**config.mk**
```make
export PLATFORM = sky130hd
export DESIGN_NAME = fsra_core
export DESIGN_NICKNAME = d
export VERILOG_FILES = /design/src/include/fsra_pkg.sv /design/src/logic/fsra_core.sv /design/src/logic/fsra_timer.sv
export SDC_FILE = /design/constraint.sdc
export NUM_CORES = 1
export LEC_CHECK = 0
export ABC_AREA = 0
export BUFFER_PORTS_ARGS = -buffer_cell sky130_fd_sc_hd__buf_4
export CORE_MARGIN = 2
export CORE_UTILIZATION = 45
export CTS_CLUSTER_DIAMETER = 30
export CTS_CLUSTER_SIZE = 10
export DETAILED_ROUTE_END_ITERATION = 7
export GPL_TIMING_DRIVEN = 0
export PLACE_DENSITY_LB_ADDON = 0.15
export SLEW_MARGIN = 20
export SYNTH_ARGS = -nofsm -noshare
export SYNTH_HDL_FRONTEND = slang
export SYNTH_SLANG_ARGS = --single-unit
```
**constraint.sdc**
```tcl
create_clock -name ref_clk_in -period 3.2 [get_ports ref_clk_in]
set_clock_uncertainty 0.05 [all_clocks]
set_input_delay 0.64 -clock ref_clk_in [delete_from_list [all_inputs] [get_ports ref_clk_in]]
set_output_delay 0.64 -clock ref_clk_in [all_outputs]
set_load 0.01 [all_outputs]
```
**src/include/fsra_pkg.sv**
```systemverilog
// Shared constants and types for the flash status register access block
package fsra_pkg;
  localparam logic [7:0] FSRA_OP_READ_SUSPEND = 8'h09;
  localparam logic [7:0] FSRA_OP_WRITE_MAIN   = 8'h01;
  localparam logic [7:0] FSRA_OP_WRITE_UNLOCK = 8'h06;
  localparam logic [7:0] FSRA_OP_FOUR_WIRE    = 8'h38;
  localparam logic [7:0] FSRA_OP_LEAVE_FOUR   = 8'hFF;
  // Suspend status bit positions
  localparam int FSRA_SS_BUSY  = 7;
  localparam int FSRA_SS_FAIL  = 5;
  localparam int FSRA_SS_PROG  = 3;
  localparam int FSRA_SS_ERASE = 2;
  localparam int FSRA_SS_UNLK  = 1;
  // Main status bit positions
  localparam int FSRA_MS_LOCK  = 7;
  localparam int FSRA_MS_GUARD = 2;
  localparam logic [7:0] FSRA_MAIN_RESET = 8'h00;
  // Write cycle time in ns, and suspend/resume cycle time in ns
  localparam int FSRA_T_W_NS      = 10000;
  localparam int FSRA_T_SUSP_NS   = 1000;
  localparam int FSRA_CLK_NS      = 25;
  localparam int FSRA_T_W_CYC     = FSRA_T_W_NS / FSRA_CLK_NS;
  localparam int FSRA_T_SUSP_CYC  = FSRA_T_SUSP_NS / FSRA_CLK_NS;

  typedef struct packed {
    logic busy;
    logic fail;
    logic prog_paused;
    logic erase_paused;
    logic unlock;
  } fsra_flags_t;

  typedef enum logic [1:0] {
    FSRA_OP_IDLE, FSRA_OP_CMD, FSRA_OP_RDSUS, FSRA_OP_WRDATA
  } fsra_phase_t;
endpackage

```
**src/logic/fsra_core.sv**
```systemverilog
// Serial status register access engine of the flash device
//
// Behaviour
// - Opcode 09h shifts out suspend status anytime
// - Suspend status repeats while select low
// - Suspend bit 7 equals main busy bit
// - Reserved suspend bits read zero
// - Bit 1 mirrors latch; gates suspend/resume
// - Erase paused flag set/cleared by suspend/resume
// - Program paused flag set/cleared by suspend/resume
// - Fail flag latches; clears on new cycle/reset
// - Volatile flags zero after power up
// - Busy high during suspend or resume cycle
// - Opcode 01h needs write unlock latch set
// - Write leaves main bits 1,0 untouched
// - Select rise off byte boundary discards write
// - Select rise starts timed write; busy meanwhile
// - Write unlock latch cleared at write end
// - Write updates region guard and lock bits
// - Pin locked mode refuses every write
// - Both commands also work in four-wire mode
// - Lock bit plus low pin gives lock mode
// - Opcode 06h sets write unlock latch
`timescale 1ns/1ps
module fsra_core #(
  parameter int T_W_CYC    = fsra_pkg::FSRA_T_W_CYC,
  parameter int T_SUSP_CYC = fsra_pkg::FSRA_T_SUSP_CYC
) (
  input  wire logic       ref_clk_in,
  input  wire logic       nrst_in,
  input  wire logic       sw_reset_in,
  input  wire logic       chip_sel_n_in,
  input  wire logic       sclk_in,
  input  wire logic [3:0] dq_in,
  output logic      [3:0] dq_out,
  output logic      [3:0] dq_oe_out,
  input  wire logic       write_protect_n_in,
  input  wire logic       suspend_req_in,
  input  wire logic       resume_req_in,
  input  wire logic       erase_active_in,
  input  wire logic       prog_active_in,
  input  wire logic       array_start_in,
  input  wire logic       array_fail_in,
  input  wire logic       array_busy_in,
  input  wire logic       unlock_clear_in,
  output logic      [7:0] main_status_out,
  output logic      [7:0] suspend_status_out,
  output logic            pin_locked_mode_out
);
  // Two-stage synchronisers for pins
  logic [5:0] s1, s2;
  logic       sclk_d, cs_d;
  always_ff @(posedge ref_clk_in or negedge nrst_in) begin
    if (!nrst_in) begin
      s1 <= 6'h21;
      s2 <= 6'h21;
    end else begin
      s1 <= {chip_sel_n_in, sclk_in, dq_in};
      s2 <= s1;
    end
  end
  wire logic       cs_n   = s2[5];
  wire logic       sclk   = s2[4];
  wire logic [3:0] dq     = s2[3:0];
  wire logic       wp_n_s;
  logic [1:0]      wp_sync;
  always_ff @(posedge ref_clk_in or negedge nrst_in) begin
    if (!nrst_in) wp_sync <= 2'b11;
    else wp_sync <= {wp_sync[0], write_protect_n_in};
  end
  assign wp_n_s = wp_sync[1];

  always_ff @(posedge ref_clk_in or negedge nrst_in) begin
    if (!nrst_in) begin
      sclk_d <= 1'b0;
      cs_d   <= 1'b1;
    end else begin
      sclk_d <= sclk;
      cs_d   <= cs_n;
    end
  end
  wire logic rise    = sclk & ~sclk_d & ~cs_n;
  wire logic fall    = ~sclk & sclk_d & ~cs_n;
  wire logic cs_rise = cs_n & ~cs_d;

  // State
  fsra_pkg::fsra_phase_t phase;
  fsra_pkg::fsra_flags_t flg;
  logic       four_wire;
  logic [7:0] shin;
  logic [3:0] bitcnt;
  logic [7:0] shout;
  logic [7:0] wr_data;
  logic       wr_ok;
  logic [4:0] main_nv;
  logic       w_run, w_done, s_run;
  logic [7:0] susp_word;

  wire logic locked = main_nv[4] & ~wp_n_s;
  assign pin_locked_mode_out = locked;
  // Done cycle counts as busy so a poll never sees stale guard bits
  wire logic busy = w_run | w_done | s_run | array_busy_in;

  function automatic logic [7:0] shift_in(input logic [7:0] cur,
                                           input logic [3:0] d,
                                           input logic       quad);
    shift_in = quad ? {cur[3:0], d} : {cur[6:0], d[0]};
  endfunction

  // Reserved bits 6, 4 and 0 stay zero
  always_comb begin
    susp_word = 8'h00;
    susp_word[fsra_pkg::FSRA_SS_BUSY]  = busy;
    susp_word[fsra_pkg::FSRA_SS_FAIL]  = flg.fail;
    susp_word[fsra_pkg::FSRA_SS_PROG]  = flg.prog_paused;
    susp_word[fsra_pkg::FSRA_SS_ERASE] = flg.erase_paused;
    susp_word[fsra_pkg::FSRA_SS_UNLK]  = flg.unlock;
  end
  assign suspend_status_out = susp_word;
  assign main_status_out = {main_nv[4], 1'b0, main_nv[3:0], 2'b00}
                         | {6'h00, flg.unlock, busy};

  wire logic [7:0] next_shin = shift_in(shin, dq, four_wire);
  wire logic [3:0] step      = four_wire ? 4'h4 : 4'h1;
  wire logic       byte_done = rise && ((bitcnt + step) == 4'h8);

  // Frame decoder
  always_ff @(posedge ref_clk_in or negedge nrst_in) begin
    if (!nrst_in) begin
      phase   <= fsra_pkg::FSRA_OP_IDLE;
      shin    <= 8'h00;
      bitcnt  <= 4'h0;
      wr_data <= 8'h00;
      wr_ok   <= 1'b0;
    end else if (cs_n) begin
      phase  <= fsra_pkg::FSRA_OP_CMD;
      bitcnt <= 4'h0;
      wr_ok  <= 1'b0;
    end else begin
      case (phase)
        fsra_pkg::FSRA_OP_CMD: begin
          if (rise) begin
            shin   <= next_shin;
            bitcnt <= byte_done ? 4'h0 : bitcnt + step;
            if (byte_done) begin
              if (next_shin == fsra_pkg::FSRA_OP_READ_SUSPEND)
                phase <= fsra_pkg::FSRA_OP_RDSUS;
              else if (next_shin == fsra_pkg::FSRA_OP_WRITE_MAIN &&
                       flg.unlock && !locked && !busy)
                phase <= fsra_pkg::FSRA_OP_WRDATA;
              else
                phase <= fsra_pkg::FSRA_OP_IDLE;
            end
          end
        end
        fsra_pkg::FSRA_OP_WRDATA: begin
          if (rise) begin
            shin   <= next_shin;
            bitcnt <= byte_done ? 4'h0 : bitcnt + step;
            if (byte_done) begin
              wr_data <= next_shin;
              wr_ok   <= 1'b1;
            end else begin
              wr_ok   <= 1'b0;
            end
          end
        end
        fsra_pkg::FSRA_OP_RDSUS: phase <= fsra_pkg::FSRA_OP_RDSUS;
        fsra_pkg::FSRA_OP_IDLE:  phase <= fsra_pkg::FSRA_OP_IDLE;
        default:                 phase <= fsra_pkg::FSRA_OP_IDLE;
      endcase
    end
  end

  // One-byte opcodes acted on at select rise
  wire logic op_end  = cs_rise && phase == fsra_pkg::FSRA_OP_IDLE
                       && bitcnt == 4'h0;
  wire logic wr_go   = cs_rise && wr_ok
                       && phase == fsra_pkg::FSRA_OP_WRDATA;

  // Four-wire mode entry and exit
  always_ff @(posedge ref_clk_in or negedge nrst_in) begin
    if (!nrst_in) begin
      four_wire <= 1'b0;
    end else if (sw_reset_in) begin
      four_wire <= 1'b0;
    end else if (op_end && shin == fsra_pkg::FSRA_OP_FOUR_WIRE) begin
      four_wire <= 1'b1;
    end else if (op_end && shin == fsra_pkg::FSRA_OP_LEAVE_FOUR) begin
      four_wire <= 1'b0;
    end
  end

  // Bit counter within each output byte, for repetition
  logic [2:0] obits;
  always_ff @(posedge ref_clk_in or negedge nrst_in) begin
    if (!nrst_in) begin
      obits <= 3'h0;
    end else if (cs_n || phase != fsra_pkg::FSRA_OP_RDSUS) begin
      obits <= 3'h0;
    end else if (fall) begin
      obits <= obits + (four_wire ? 3'h4 : 3'h1);
    end
  end
  wire logic reload = fall && (four_wire ? obits[2] : obits == 3'h7);

  // Status output shifter, repeating the byte while selected
  always_ff @(posedge ref_clk_in or negedge nrst_in) begin
    if (!nrst_in) begin
      shout     <= 8'h00;
      dq_out    <= 4'h0;
      dq_oe_out <= 4'h0;
    end else if (cs_n || phase != fsra_pkg::FSRA_OP_RDSUS) begin
      shout     <= susp_word;
      dq_oe_out <= 4'h0;
      dq_out    <= 4'h0;
    end else if (fall) begin
      if (four_wire) begin
        dq_out    <= shout[7:4];
        dq_oe_out <= 4'hF;
      end else begin
        dq_out    <= {2'b00, shout[7], 1'b0};
        dq_oe_out <= 4'h2;
      end
      // Fresh flags each byte, so a long poll sees busy drop
      if (reload)
        shout <= susp_word;
      else if (four_wire)
        shout <= {shout[3:0], 4'h0};
      else
        shout <= {shout[6:0], 1'b0};
    end
  end

  // Nonvolatile guard and lock bits
  fsra_timer #(.W(16)) u_wtimer (
    .ref_clk_in (ref_clk_in),
    .nrst_in    (nrst_in),
    .start_in   (wr_go),
    .len_in     (16'(T_W_CYC)),
    .run_out    (w_run),
    .done_out   (w_done)
  );
  always_ff @(posedge ref_clk_in or negedge nrst_in) begin
    if (!nrst_in) begin
      main_nv <= fsra_pkg::FSRA_MAIN_RESET[4:0];
    end else if (w_done) begin
      main_nv <= {wr_data[fsra_pkg::FSRA_MS_LOCK],
                  wr_data[fsra_pkg::FSRA_MS_GUARD+3:
                          fsra_pkg::FSRA_MS_GUARD]};
    end
  end

  // Suspend and resume cycles
  wire logic sus_go = (suspend_req_in | resume_req_in) & flg.unlock
                      & ~s_run;
  fsra_timer #(.W(16)) u_stimer (
    .ref_clk_in (ref_clk_in),
    .nrst_in    (nrst_in),
    .start_in   (sus_go),
    .len_in     (16'(T_SUSP_CYC)),
    .run_out    (s_run),
    .done_out   ()
  );

  // Volatile flags, all zero at power up
  always_ff @(posedge ref_clk_in or negedge nrst_in) begin
    if (!nrst_in) begin
      flg <= '0;
    end else if (sw_reset_in) begin
      flg <= '0;
    end else begin
      if (op_end && shin == fsra_pkg::FSRA_OP_WRITE_UNLOCK)
        flg.unlock <= 1'b1;
      else if (w_done || unlock_clear_in)
        flg.unlock <= 1'b0;
      if (array_fail_in)
        flg.fail <= 1'b1;
      else if (array_start_in)
        flg.fail <= 1'b0;
      if (sus_go && suspend_req_in && erase_active_in)
        flg.erase_paused <= 1'b1;
      else if (sus_go && resume_req_in)
        flg.erase_paused <= 1'b0;
      if (sus_go && suspend_req_in && prog_active_in)
        flg.prog_paused <= 1'b1;
      else if (sus_go && resume_req_in)
        flg.prog_paused <= 1'b0;
    end
  end

  a_ss_busy_write: assert property (@(posedge ref_clk_in)
    disable iff (!nrst_in) wr_go |=> suspend_status_out[7] [*8])
    else $error("busy not high during write cycle");
  a_busy_write: assert property (@(posedge ref_clk_in)
    disable iff (!nrst_in) wr_go |=> main_status_out[0] [*8])
    else $error("main busy not high during write cycle");
  a_reserved: assert property (@(posedge ref_clk_in)
    disable iff (!nrst_in) (suspend_status_out & 8'h51) == 8'h00)
    else $error("reserved suspend bit set");
  a_busy_mirror: assert property (@(posedge ref_clk_in)
    disable iff (!nrst_in) suspend_status_out[7] == main_status_out[0])
    else $error("busy copies differ");
  a_unlock_end: assert property (@(posedge ref_clk_in)
    disable iff (!nrst_in) w_done |=> !suspend_status_out[1])
    else $error("unlock latch not cleared");
  a_no_write_locked: assert property (@(posedge ref_clk_in)
    disable iff (!nrst_in)
    (phase == fsra_pkg::FSRA_OP_CMD && byte_done && locked)
      |=> phase != fsra_pkg::FSRA_OP_WRDATA)
    else $error("write accepted in locked mode");
  a_need_unlock: assert property (@(posedge ref_clk_in)
    disable iff (!nrst_in)
    (phase == fsra_pkg::FSRA_OP_CMD && byte_done && !flg.unlock)
      |=> phase != fsra_pkg::FSRA_OP_WRDATA)
    else $error("write accepted without unlock");
  a_fail_hold: assert property (@(posedge ref_clk_in)
    disable iff (!nrst_in)
    (flg.fail && !array_start_in && !sw_reset_in) |=> flg.fail)
    else $error("fail flag dropped");
  a_susp_busy: assert property (@(posedge ref_clk_in)
    disable iff (!nrst_in) sus_go |=> suspend_status_out[7] [*4])
    else $error("busy low during suspend cycle");
  a_erase_flag: assert property (@(posedge ref_clk_in)
    disable iff (!nrst_in)
    (sus_go && resume_req_in && !suspend_req_in) |=> !flg.erase_paused)
    else $error("erase flag not cleared on resume");
  a_prog_flag: assert property (@(posedge ref_clk_in)
    disable iff (!nrst_in)
    (sus_go && suspend_req_in && prog_active_in && !sw_reset_in)
      |=> flg.prog_paused)
    else $error("program flag not set on suspend");
  a_repeat: assert property (@(posedge ref_clk_in)
    disable iff (!nrst_in) reload |=> shout == $past(susp_word))
    else $error("status byte not reloaded for repeat");
  a_release: assert property (@(posedge ref_clk_in)
    disable iff (!nrst_in) cs_n |=> dq_oe_out == 4'h0)
    else $error("data pins driven while deselected");
  a_four_wire: assert property (@(posedge ref_clk_in)
    disable iff (!nrst_in)
    (op_end && !sw_reset_in && shin == fsra_pkg::FSRA_OP_FOUR_WIRE)
      |=> four_wire)
    else $error("four wire mode not entered");
  a_guard_land: assert property (@(posedge ref_clk_in)
    disable iff (!nrst_in)
    w_done |=> main_status_out[5:2] == $past(wr_data[5:2]))
    else $error("guard bits not written");
endmodule

```
**src/logic/fsra_timer.sv**
```systemverilog
// Self-timed cycle counter that pulses done at the end of a run
`timescale 1ns/1ps
module fsra_timer #(
  parameter int W = 16
) (
  input  wire logic         ref_clk_in,
  input  wire logic         nrst_in,
  input  wire logic         start_in,
  input  wire logic [W-1:0] len_in,
  output logic              run_out,
  output logic              done_out
);
  logic [W-1:0] cnt;

  always_ff @(posedge ref_clk_in or negedge nrst_in) begin
    if (!nrst_in) begin
      cnt      <= '0;
      run_out  <= 1'b0;
      done_out <= 1'b0;
    end else begin
      done_out <= 1'b0;
      if (start_in) begin
        cnt     <= len_in;
        run_out <= 1'b1;
      end else if (run_out) begin
        if (cnt <= 1) begin
          run_out  <= 1'b0;
          done_out <= 1'b1;
        end else begin
          cnt <= cnt - 1'b1;
        end
      end
    end
  end
endmodule

```
==> impl_table.tex, run 1 <==
\begin{tabular}{lr}
\hline
Metric & Value \\
\hline
\multicolumn{2}{l}{\textbf{Logic synthesis}} \\
FFs w/ async S/R, synth & 1.00 \\
Number of enable flip-flop cells after synthesis & 0 \\
Post-synthesis register bit count & 97 \\
Warnings, synthesis & 0 \\
Sequential fraction of the synthesis area & 0.533 \\
Synthesized netlist cell count & 439 \\
Top flip-flop cell by instance count after synthesis & sky130\_fd\_sc\_hd\_\_dfrtp\_1 \\
Cell area after synthesis & 4570 um\^{}2 \\
Avg Cell Area, Syn & 10.4 um\^{}2 \\
Number of distinct standard cells referenced by the synthesized netlist & 57 \\
\multicolumn{2}{l}{\textbf{Layout}} \\
Commonest cells after routing, fill and taps aside & sky130\_fd\_sc\_hd\_\_dfrtp\_1 (90), sky130\_fd\_sc\_hd\_\_buf\_4 (49), sky130\_fd\_sc\_hd\_\_nor2\_1 (45), sky130\_fd\_sc\_hd\_\_nand2\_1 (45), sky130\_fd\_sc\_hd\_\_a21oi\_1 (34) \\
Final Net Count & 519 \\
\# diodes & 0 \\
Post-route non-filler standard cell count & 629 \\
Most frequent standard cell in the layout excluding fill and tap cells & sky130\_fd\_sc\_hd\_\_dfrtp\_1 \\
Layout cells sized above 1 & 0.204 \\
Final design utilization & 0.536 \\
Layout overhead on the synthesized area & 15.0\% \\
\multicolumn{2}{l}{\textbf{Pwr}} \\
Total power consumption of the routed design & 2.28 mW \\
Internal power of the cells & 1.74 mW \\
Switching share of total power & 0.235 \\
Cell leakage power & 2.29 nW \\
Psw & 0.535 mW \\
Power share of the combinational group & 0.071 \\
Pwr per Cell Area & 433 nW/um\^{}2 \\
Worst IR drop on VDD & 0.229 mV \\
Part of the total power dissipated in sequential elements & 0.581 \\
Clock network fraction of total power & 0.348 \\
\multicolumn{2}{l}{\textbf{Place}} \\
Placed Instances & 613 \\
Routability-driven placement congestion ratio & 0.834 \\
Detail Placement HPWL & 6450 um \\
DP Worst Slack & -0.531 ns \\
Number of buffers added on ports & 38 \\
\multicolumn{2}{l}{\textbf{Setup path}} \\
Worst stage delay on the critical path & 0.53 ns \\
Startpoint of the lowest-slack register-to-register path & four\_wire \\
Worst EP arrival & 3.08 ns \\
Critical path peak fanout & 10 \\
Required @ worst endpoint & 3.39 ns \\
Worst setup EP type & register \\
Cell chain of the critical path & clkbuf\_4 > clkbuf\_4 > inv\_1 > ha\_1 > ha\_1 > nor3\_1 > nand2\_1 > nor3\_4 > mux2\_2 \\
Slack of the worst reg-to-reg path & 0.31 ns \\
Capturing point of the worst reg2reg path & wr\_data[4] \\
Max stage delay cell, worst path & sky130\_fd\_sc\_hd\_\_dfrtp\_1 \\
CP startpoint kind & register \\
Path type of the worst setup path & register to register \\
Number of cell instances on the worst register-to-register path & 9 \\
\multicolumn{2}{l}{\textbf{Flow run}} \\
\# Max-Cap Violations & 0 \\
\multicolumn{2}{l}{\textbf{GRT}} \\
Pin count of the biggest net entering global routing & 98 \\
Total routing resource utilization after global routing & 0.180 \\
Number of antenna violations at the first check in global routing & 0 \\
Vias in the first global route & 3,287 \\
Congestion Overflow GR & 0 \\
Wire length of the first global-routing pass & 16,000 um \\
\multicolumn{2}{l}{\textbf{STA}} \\
Transition time at the pin with the least slew margin & 0.855 ns \\
Tightest slew margin relative to the limit & 0.430 \\
Unrepaired setup endpoints after global routing & false \\
Max Clock Freq & 346 MHz \\
Period utilization & 0.903 \\
Min setup slack post-route & 0.310 ns \\
Number of pins exceeding their max-slew limit in the final report & 0 \\
Worst Hold Slack & 0.303 ns \\
Total count of hold-check failures in the final report & 0 \\
Final critical path time including I/O delays and setup & 2.89 ns \\
Final setup viols & 0 \\
\multicolumn{2}{l}{\textbf{Routing}} \\
Total wire length after detailed routing & 9090 um \\
Number of DRC markers in iteration 0 & 157 \\
Drt wl/cell & 14.5 um \\
Overall via count from detail\_route & 3,356 \\
Count of nets left with antenna violations after detail routing & 0 \\
Drt drc & 0 \\
Drt via density & 5.34 \\
Number of iterations in the first detailed-routing pass & 4 \\
\multicolumn{2}{l}{\textbf{Floorplan}} \\
Std cell rows & 36 \\
Initial core utilization & 0.466 \\
Overall die width & 105 um \\
Core region area & 9820 um\^{}2 \\
Total die area & 11,000 um\^{}2 \\
I/O Pins & 43 \\
Die height & 105 um \\
\multicolumn{2}{l}{\textbf{CTS}} \\
Max clock buf depth & 2 \\
CTS root buffer & sky130\_fd\_sc\_hd\_\_clkbuf\_8 \\
Clock Pin Slew Worst Setup and Hold Paths & 0.09 ns \\
Hold Buf Count CTS & 0 \\
CTS tree & done \\
Clk\_lat worst skew & 0.36 ns \\
Number of sinks on the clock net & 97 \\
Inserted Clock Buffers & 9 \\
H-tree depth & 3 \\
\multicolumn{2}{l}{\textbf{Min path}} \\
Count of cells along the worst hold path & 0 \\
Hold WC Path Type & register to register \\
Source of the worst hold timing path & s1[2] \\
Hold Path Sink & s2[2] \\
\multicolumn{2}{l}{\textbf{Outcome}} \\
Status & finished clean \\
\hline
\end{tabular}
-- how the worst max path moves through the flow --
stage	end	cells past startpoint	slack (ns)	start
final	wr_data[4]	9	0.31	four_wire
after global routing	wr_data[7]	11	0.14	four_wire
after CTS	wr_data[4]	10	0.02	four_wire
after detailed placement	wr_data[4]	10	-0.53	four_wire
after global placement	wr_data[5]	10	-0.53	four_wire
after floorplan	wr_data[4]	10	0.21	four_wire
-- cells in the mapped netlist (2+ instances only) --
library cell | count | area [um^2]
sky130_fd_sc_hd__nor2_1 | 45 | 169
sky130_fd_sc_hd__a32oi_1 | 3 | 26.3
sky130_fd_sc_hd__nor3_2 | 2 | 20.0
sky130_fd_sc_hd__a21oi_1 | 34 | 170
sky130_fd_sc_hd__nor2b_1 | 4 | 25.0
sky130_fd_sc_hd__clkbuf_1 | 10 | 37.5
sky130_fd_sc_hd__nor4_1 | 10 | 62.6
sky130_fd_sc_hd__dfrtp_1 | 90 | 2250
sky130_fd_sc_hd__o21ai_0 | 8 | 40.0
sky130_fd_sc_hd__or3_1 | 4 | 25.0
sky130_fd_sc_hd__and4_1 | 2 | 17.5
sky130_fd_sc_hd__ha_1 | 9 | 113
sky130_fd_sc_hd__buf_1 | 3 | 11.3
sky130_fd_sc_hd__nor3_1 | 14 | 70.1
sky130_fd_sc_hd__mux2i_1 | 13 | 130
sky130_fd_sc_hd__dfstp_2 | 7 | 184
sky130_fd_sc_hd__mux2_2 | 13 | 146
sky130_fd_sc_hd__inv_1 | 12 | 45.0
sky130_fd_sc_hd__a2111oi_0 | 3 | 26.3
sky130_fd_sc_hd__a31oi_1 | 4 | 25.0
sky130_fd_sc_hd__nand4_1 | 4 | 25.0
sky130_fd_sc_hd__xor2_1 | 4 | 35.0
sky130_fd_sc_hd__buf_4 | 10 | 75.1
sky130_fd_sc_hd__or4_4 | 3 | 33.8
sky130_fd_sc_hd__o41ai_1 | 3 | 26.3
sky130_fd_sc_hd__a22oi_1 | 4 | 30.0
sky130_fd_sc_hd__a211oi_1 | 5 | 37.5
sky130_fd_sc_hd__xnor2_1 | 15 | 131
sky130_fd_sc_hd__or4_1 | 4 | 30.0
sky130_fd_sc_hd__nand3_1 | 15 | 75.1
sky130_fd_sc_hd__nand2b_1 | 5 | 31.3
sky130_fd_sc_hd__nor3b_1 | 4 | 30.0
sky130_fd_sc_hd__o31ai_1 | 4 | 30.0
sky130_fd_sc_hd__and3_1 | 2 | 12.5
sky130_fd_sc_hd__nand2_1 | 45 | 169
-- power by group through the flow --
stage          sequential, mW  combinational (mW)  clock (mW)
2_1_floorplan            1.33               0.101           0
3_3_place_gp             1.35               0.161           0
3_5_place_dp             1.35               0.165           0
4_1_cts                  1.32               0.165       0.824
5_1_grt                  1.33               0.187       0.865
6_report                 1.32               0.161       0.793
-- what timing repair did --
action / CTS / global route
resized for setup: 3 / 4
endpoints found under the setup margin: 7 / 6
buffers inserted: 2 / 0
pin swaps: 1 / 0
-- metrics by stage --
| stage | cell area [um^2] | setup TNS [ns] |
|---|---|---|
| finish | 5260 | 0 |
| global route | 5260 | 0 |
| CTS | 5260 | 0 |
| detailed placement | 5040 | -2.26 |
| global placement | 5040 | -2.31 |
| floorplan | 4590 | 0 |
-- state kept, by name, summed over array words and instances (netlist names) --
name                count
u_wtimer.done_out       1
obits                   3
wr_data                 5
dq_out                  4
wr_ok                   1
u_stimer.cnt           16
s1                      6
main_nv                 5
shout                   7
dq_oe_out               2
phase                   2
u_wtimer.run_out        1
suspend_status_out      4
u_wtimer.cnt           16
cs_d                    1
bitcnt                  4
sclk_d                  1
shin                    8
four_wire               1
u_stimer.run_out        1
s2                      6
wp_sync                 2
-- layer usage --
layer | GRT usage | share of wire | up-vias
li1 | - | - | 1668
met1 | 0.256 | 0.48 | 1625
met2 | 0.279 | 0.47 | 52
met3 | 0.0262 | 0.033 | 11
met4 | 0.0714 | 0.013 | 0
met5 | 0 | 0 | -
-- cell families (layout without fill, tap and decap cells) --
group | after synthesis | count (layout) | synth area share
simple gates | 175 | 175 | 0.202
fa+ha+maj | 9 | 9 | 0.0246
compound gates | 77 | 77 | 0.106
flops | 97 | 97 | 0.533
other cells | 1 | 4 | 0.000820
mux | 26 | 26 | 0.0604
buf+inv | 35 | 89 | 0.0369
xor+xnor | 19 | 19 | 0.0364
-- final cells by class --
type | count | area, um^2
fillers | 940 | 4560
flip-flops and latches | 97 | 2440
multi-input cells | 310 | 1990
repair buffers | 40 | 304
well taps | 133 | 166
clock buffers | 12 | 155
plain buffers | 22 | 128
inverters | 12 | 45.0
clock inverters | 3 | 40.0
-- worst max-delay path, delay by kind of cell (launching register included) --
| kind | cells | cell delay (ns) |
|---|---|---|
| buffers and inverters | 3 | 0.64 |
| flip-flops | 1 | 0.53 |
| multiplexers | 1 | 0.38 |
| AND/OR/NAND/NOR | 3 | 0.65 |
| adder cells (fa/ha/maj) | 2 | 0.51 |
Power figures use the tool's default switching activity.
==> run 2: changes to the inputs <==
Clock period 3.2 ns to 3.25 ns, I/O delays scaled along.
==> impl_table.tex, run 2 (synthesized netlist as in run 1, its figures left out) <==
\begin{tabular}{lr}
\hline
Metric & Value \\
\hline
\multicolumn{2}{l}{\textbf{GRT}} \\
Total routing resource utilization after global routing & 0.179 (was 0.180) \\
Vias in the first global route & 3,277 (was 3,287) \\
Number of antenna violations at the first check in global routing & 0 (unchanged) \\
Congestion Overflow GR & 0 (unchanged) \\
Pin count of the biggest net entering global routing & 98 (unchanged) \\
Wire length of the first global-routing pass & 15,900 um (was 16,000 um) \\
\multicolumn{2}{l}{\textbf{CTS}} \\
H-tree depth & 3 (unchanged) \\
Number of sinks on the clock net & 97 (unchanged) \\
CTS tree & done (unchanged) \\
Clk\_lat worst skew & 0.36 ns (about the same) \\
Max clock buf depth & 2 (unchanged) \\
CTS root buffer & sky130\_fd\_sc\_hd\_\_clkbuf\_8 (unchanged) \\
Clock Pin Slew Worst Setup and Hold Paths & 0.09 ns (about the same) \\
Inserted Clock Buffers & 9 (unchanged) \\
Hold Buf Count CTS & 0 (unchanged) \\
\multicolumn{2}{l}{\textbf{STA}} \\
Total count of hold-check failures in the final report & 0 (unchanged) \\
Worst Hold Slack & 0.303 ns (about the same) \\
Final critical path time including I/O delays and setup & 3.07 ns (was 2.89 ns) \\
Period utilization & 0.943 (was 0.903) \\
Unrepaired setup endpoints after global routing & false (unchanged) \\
Number of pins exceeding their max-slew limit in the final report & 0 (unchanged) \\
Transition time at the pin with the least slew margin & 0.854 ns (was 0.855 ns) \\
Final setup viols & 0 (unchanged) \\
Tightest slew margin relative to the limit & 0.431 (was 0.430) \\
Min setup slack post-route & 0.184 ns (was 0.310 ns) \\
Max Clock Freq & 326 MHz (was 346 MHz) \\
\multicolumn{2}{l}{\textbf{Floorplan}} \\
Initial core utilization & 0.466 (unchanged) \\
Std cell rows & 36 (unchanged) \\
Total die area & 11,000 um\^{}2 (unchanged) \\
Core region area & 9820 um\^{}2 (unchanged) \\
I/O Pins & 43 (unchanged) \\
Die height & 105 um (unchanged) \\
Overall die width & 105 um (unchanged) \\
\multicolumn{2}{l}{\textbf{Layout}} \\
Finished layout cell area & 5270 um\^{}2 (was 5260 um\^{}2) \\
Sequential cell area & 2440 um\^{}2 (unchanged) \\
\# diodes & 0 (unchanged) \\
Layout cells sized above 1 & 0.205 (was 0.204) \\
Biggest registers after layout & u\_stimer.cnt (16), u\_wtimer.cnt (16), shin (8) (unchanged) \\
Count of filler cells inserted in the layout & 937 (was 940) \\
Final Net Count & 521 (was 519) \\
Most frequent standard cell in the layout excluding fill and tap cells & sky130\_fd\_sc\_hd\_\_dfrtp\_1 (unchanged) \\
Post-route non-filler standard cell count & 631 (was 629) \\
Layout overhead on the synthesized area & 15.2\% (was 15.0\%) \\
Commonest cells after routing, fill and taps aside & sky130\_fd\_sc\_hd\_\_dfrtp\_1 (90), sky130\_fd\_sc\_hd\_\_buf\_4 (50), sky130\_fd\_sc\_hd\_\_nor2\_1 (45), sky130\_fd\_sc\_hd\_\_nand2\_1 (45), sky130\_fd\_sc\_hd\_\_a21oi\_1 (34) (was sky130\_fd\_sc\_hd\_\_dfrtp\_1 (90), sky130\_fd\_sc\_hd\_\_buf\_4 (49), sky130\_fd\_sc\_hd\_\_nor2\_1 (45), sky130\_fd\_sc\_hd\_\_nand2\_1 (45), sky130\_fd\_sc\_hd\_\_a21oi\_1 (34)) \\
Multi-input gate area & 1990 um\^{}2 (unchanged) \\
\multicolumn{2}{l}{\textbf{Setup path}} \\
Most frequent cell on the critical path & sky130\_fd\_sc\_hd\_\_ha\_1 \\
Required @ worst endpoint & 3.44 ns (was 3.39 ns) \\
Worst EP arrival & 3.26 ns (was 3.08 ns) \\
CP startpoint kind & register (unchanged) \\
Max stage delay cell, worst path & sky130\_fd\_sc\_hd\_\_dfrtp\_1 (unchanged) \\
Path type of the worst setup path & register to register (unchanged) \\
Critical path peak fanout & 10 (unchanged) \\
Kind of cell adding the most delay to the critical path & buffers and inverters (was simple AND/OR/NAND/NOR gates) \\
Cell chain of the critical path & clkbuf\_1 > buf\_2 > clkbuf\_4 > inv\_1 > ha\_1 > ha\_1 > nor3\_1 > nand2\_1 > nor3\_4 > buf\_4 > mux2\_2 (was clkbuf\_4 > clkbuf\_4 > inv\_1 > ha\_1 > ha\_1 > nor3\_1 > nand2\_1 > nor3\_4 > mux2\_2) \\
Worst setup EP type & register (unchanged) \\
Worst stage delay on the critical path & 0.40 ns (was 0.53 ns) \\
Number of buffers and inverters on the critical path & 5 (was 3) \\
\multicolumn{2}{l}{\textbf{Flow run}} \\
\# Max-Cap Violations & 0 (unchanged) \\
\multicolumn{2}{l}{\textbf{Routing}} \\
Total wire length after detailed routing & 9080 um (was 9090 um) \\
Drt via density & 5.34 (about the same) \\
Drt wl/cell & 14.4 um (was 14.5 um) \\
Drt drc & 0 (unchanged) \\
Count of nets left with antenna violations after detail routing & 0 (unchanged) \\
Number of DRC markers in iteration 0 & 135 (was 157) \\
Overall via count from detail\_route & 3,371 (was 3,356) \\
Number of iterations in the first detailed-routing pass & 4 (unchanged) \\
\multicolumn{2}{l}{\textbf{Place}} \\
Placed Instances & 613 (unchanged) \\
DP Worst Slack & -0.481 ns (was -0.531 ns) \\
Detail Placement HPWL & 6450 um (unchanged) \\
Placed Area & 5040 um\^{}2 (unchanged) \\
Number of buffers added on ports & 38 (unchanged) \\
Routability-driven placement congestion ratio & 0.834 (unchanged) \\
\multicolumn{2}{l}{\textbf{Pwr}} \\
Total power consumption of the routed design & 2.25 mW (was 2.28 mW) \\
Worst IR drop on VDD & 0.225 mV (was 0.229 mV) \\
Cell leakage power & 2.30 nW (was 2.29 nW) \\
Pwr per Cell Area & 426 nW/um\^{}2 (was 433 nW/um\^{}2) \\
\multicolumn{2}{l}{\textbf{Min path}} \\
Hold WC Path Type & register to register (unchanged) \\
\multicolumn{2}{l}{\textbf{Outcome}} \\
Status & finished clean (unchanged) \\
\hline
\end{tabular}
==> run 2: final timing paths <==
kind                               to  cells past startpoint  slack, ns  startpoint
setup / recovery           wr_data[4]                     11       0.18   four_wire
hold / removal                  s2[2]                      0       0.30       s1[2]
setup reg to reg           wr_data[4]                     11       0.18   four_wire
hold reg to reg                 s2[2]                      0       0.30       s1[2]
max in group asynchronous  main_nv[3]                      1       2.25     nrst_in
min in group asynchronous   bitcnt[2]                      1       0.32     nrst_in
==> run 2: power breakdown <==
group	total, mW	internal, mW	switching [mW]
clock	0.784	0.392	0.392
combinational	0.159	0.0699	0.0891
sequential	1.30	1.26	0.0482
==> run 2: metal layers <==
layer	track usage	routed length, um
met1	0.254	4390
met5	0	0
met4	0.0714	120
met2	0.276	4270
met3	0.0262	303
==> run 2: layout make-up <==
type                            count  share of cell area
Multi-Input combinational cell    310               0.377
Buffer                             23              0.0245
Clock inverter                      3             0.00760
Inverter                           12             0.00855
Sequential cell                    97               0.462
Clock buffer                       12              0.0294
Tap cell                          133              0.0316
Timing Repair Buffer               41              0.0591
==> run 2: what timing repair did <==
item	4_1_cts	5_1_grt
pin swaps	0	1
setup endpoints to repair	7	3
gates resized for setup	3	3
setup buffers	0	3
cloned	0	0
hold endpoints to repair	0	0
==> run 2: worst reg2reg max path, cell delays in order (launching register included) <==
cell	delay [ns]
sky130_fd_sc_hd__dfrtp_1	0.40
sky130_fd_sc_hd__clkbuf_1	0.28
sky130_fd_sc_hd__buf_2	0.31
sky130_fd_sc_hd__clkbuf_4	0.28
sky130_fd_sc_hd__inv_1	0.10
sky130_fd_sc_hd__ha_1	0.22
sky130_fd_sc_hd__ha_1	0.29
sky130_fd_sc_hd__nor3_1	0.17
sky130_fd_sc_hd__nand2_1	0.14
sky130_fd_sc_hd__nor3_4	0.20
sky130_fd_sc_hd__buf_4	0.18
sky130_fd_sc_hd__mux2_2	0.34
==> run 2: metrics by stage <==
stage	setup TNS, ns	util
after floorplan	0	-
after global placement	-1.96	0.513
after detailed placement	-1.91	0.513
after CTS	0	0.534
after global routing	0	0.537
final	0	0.537
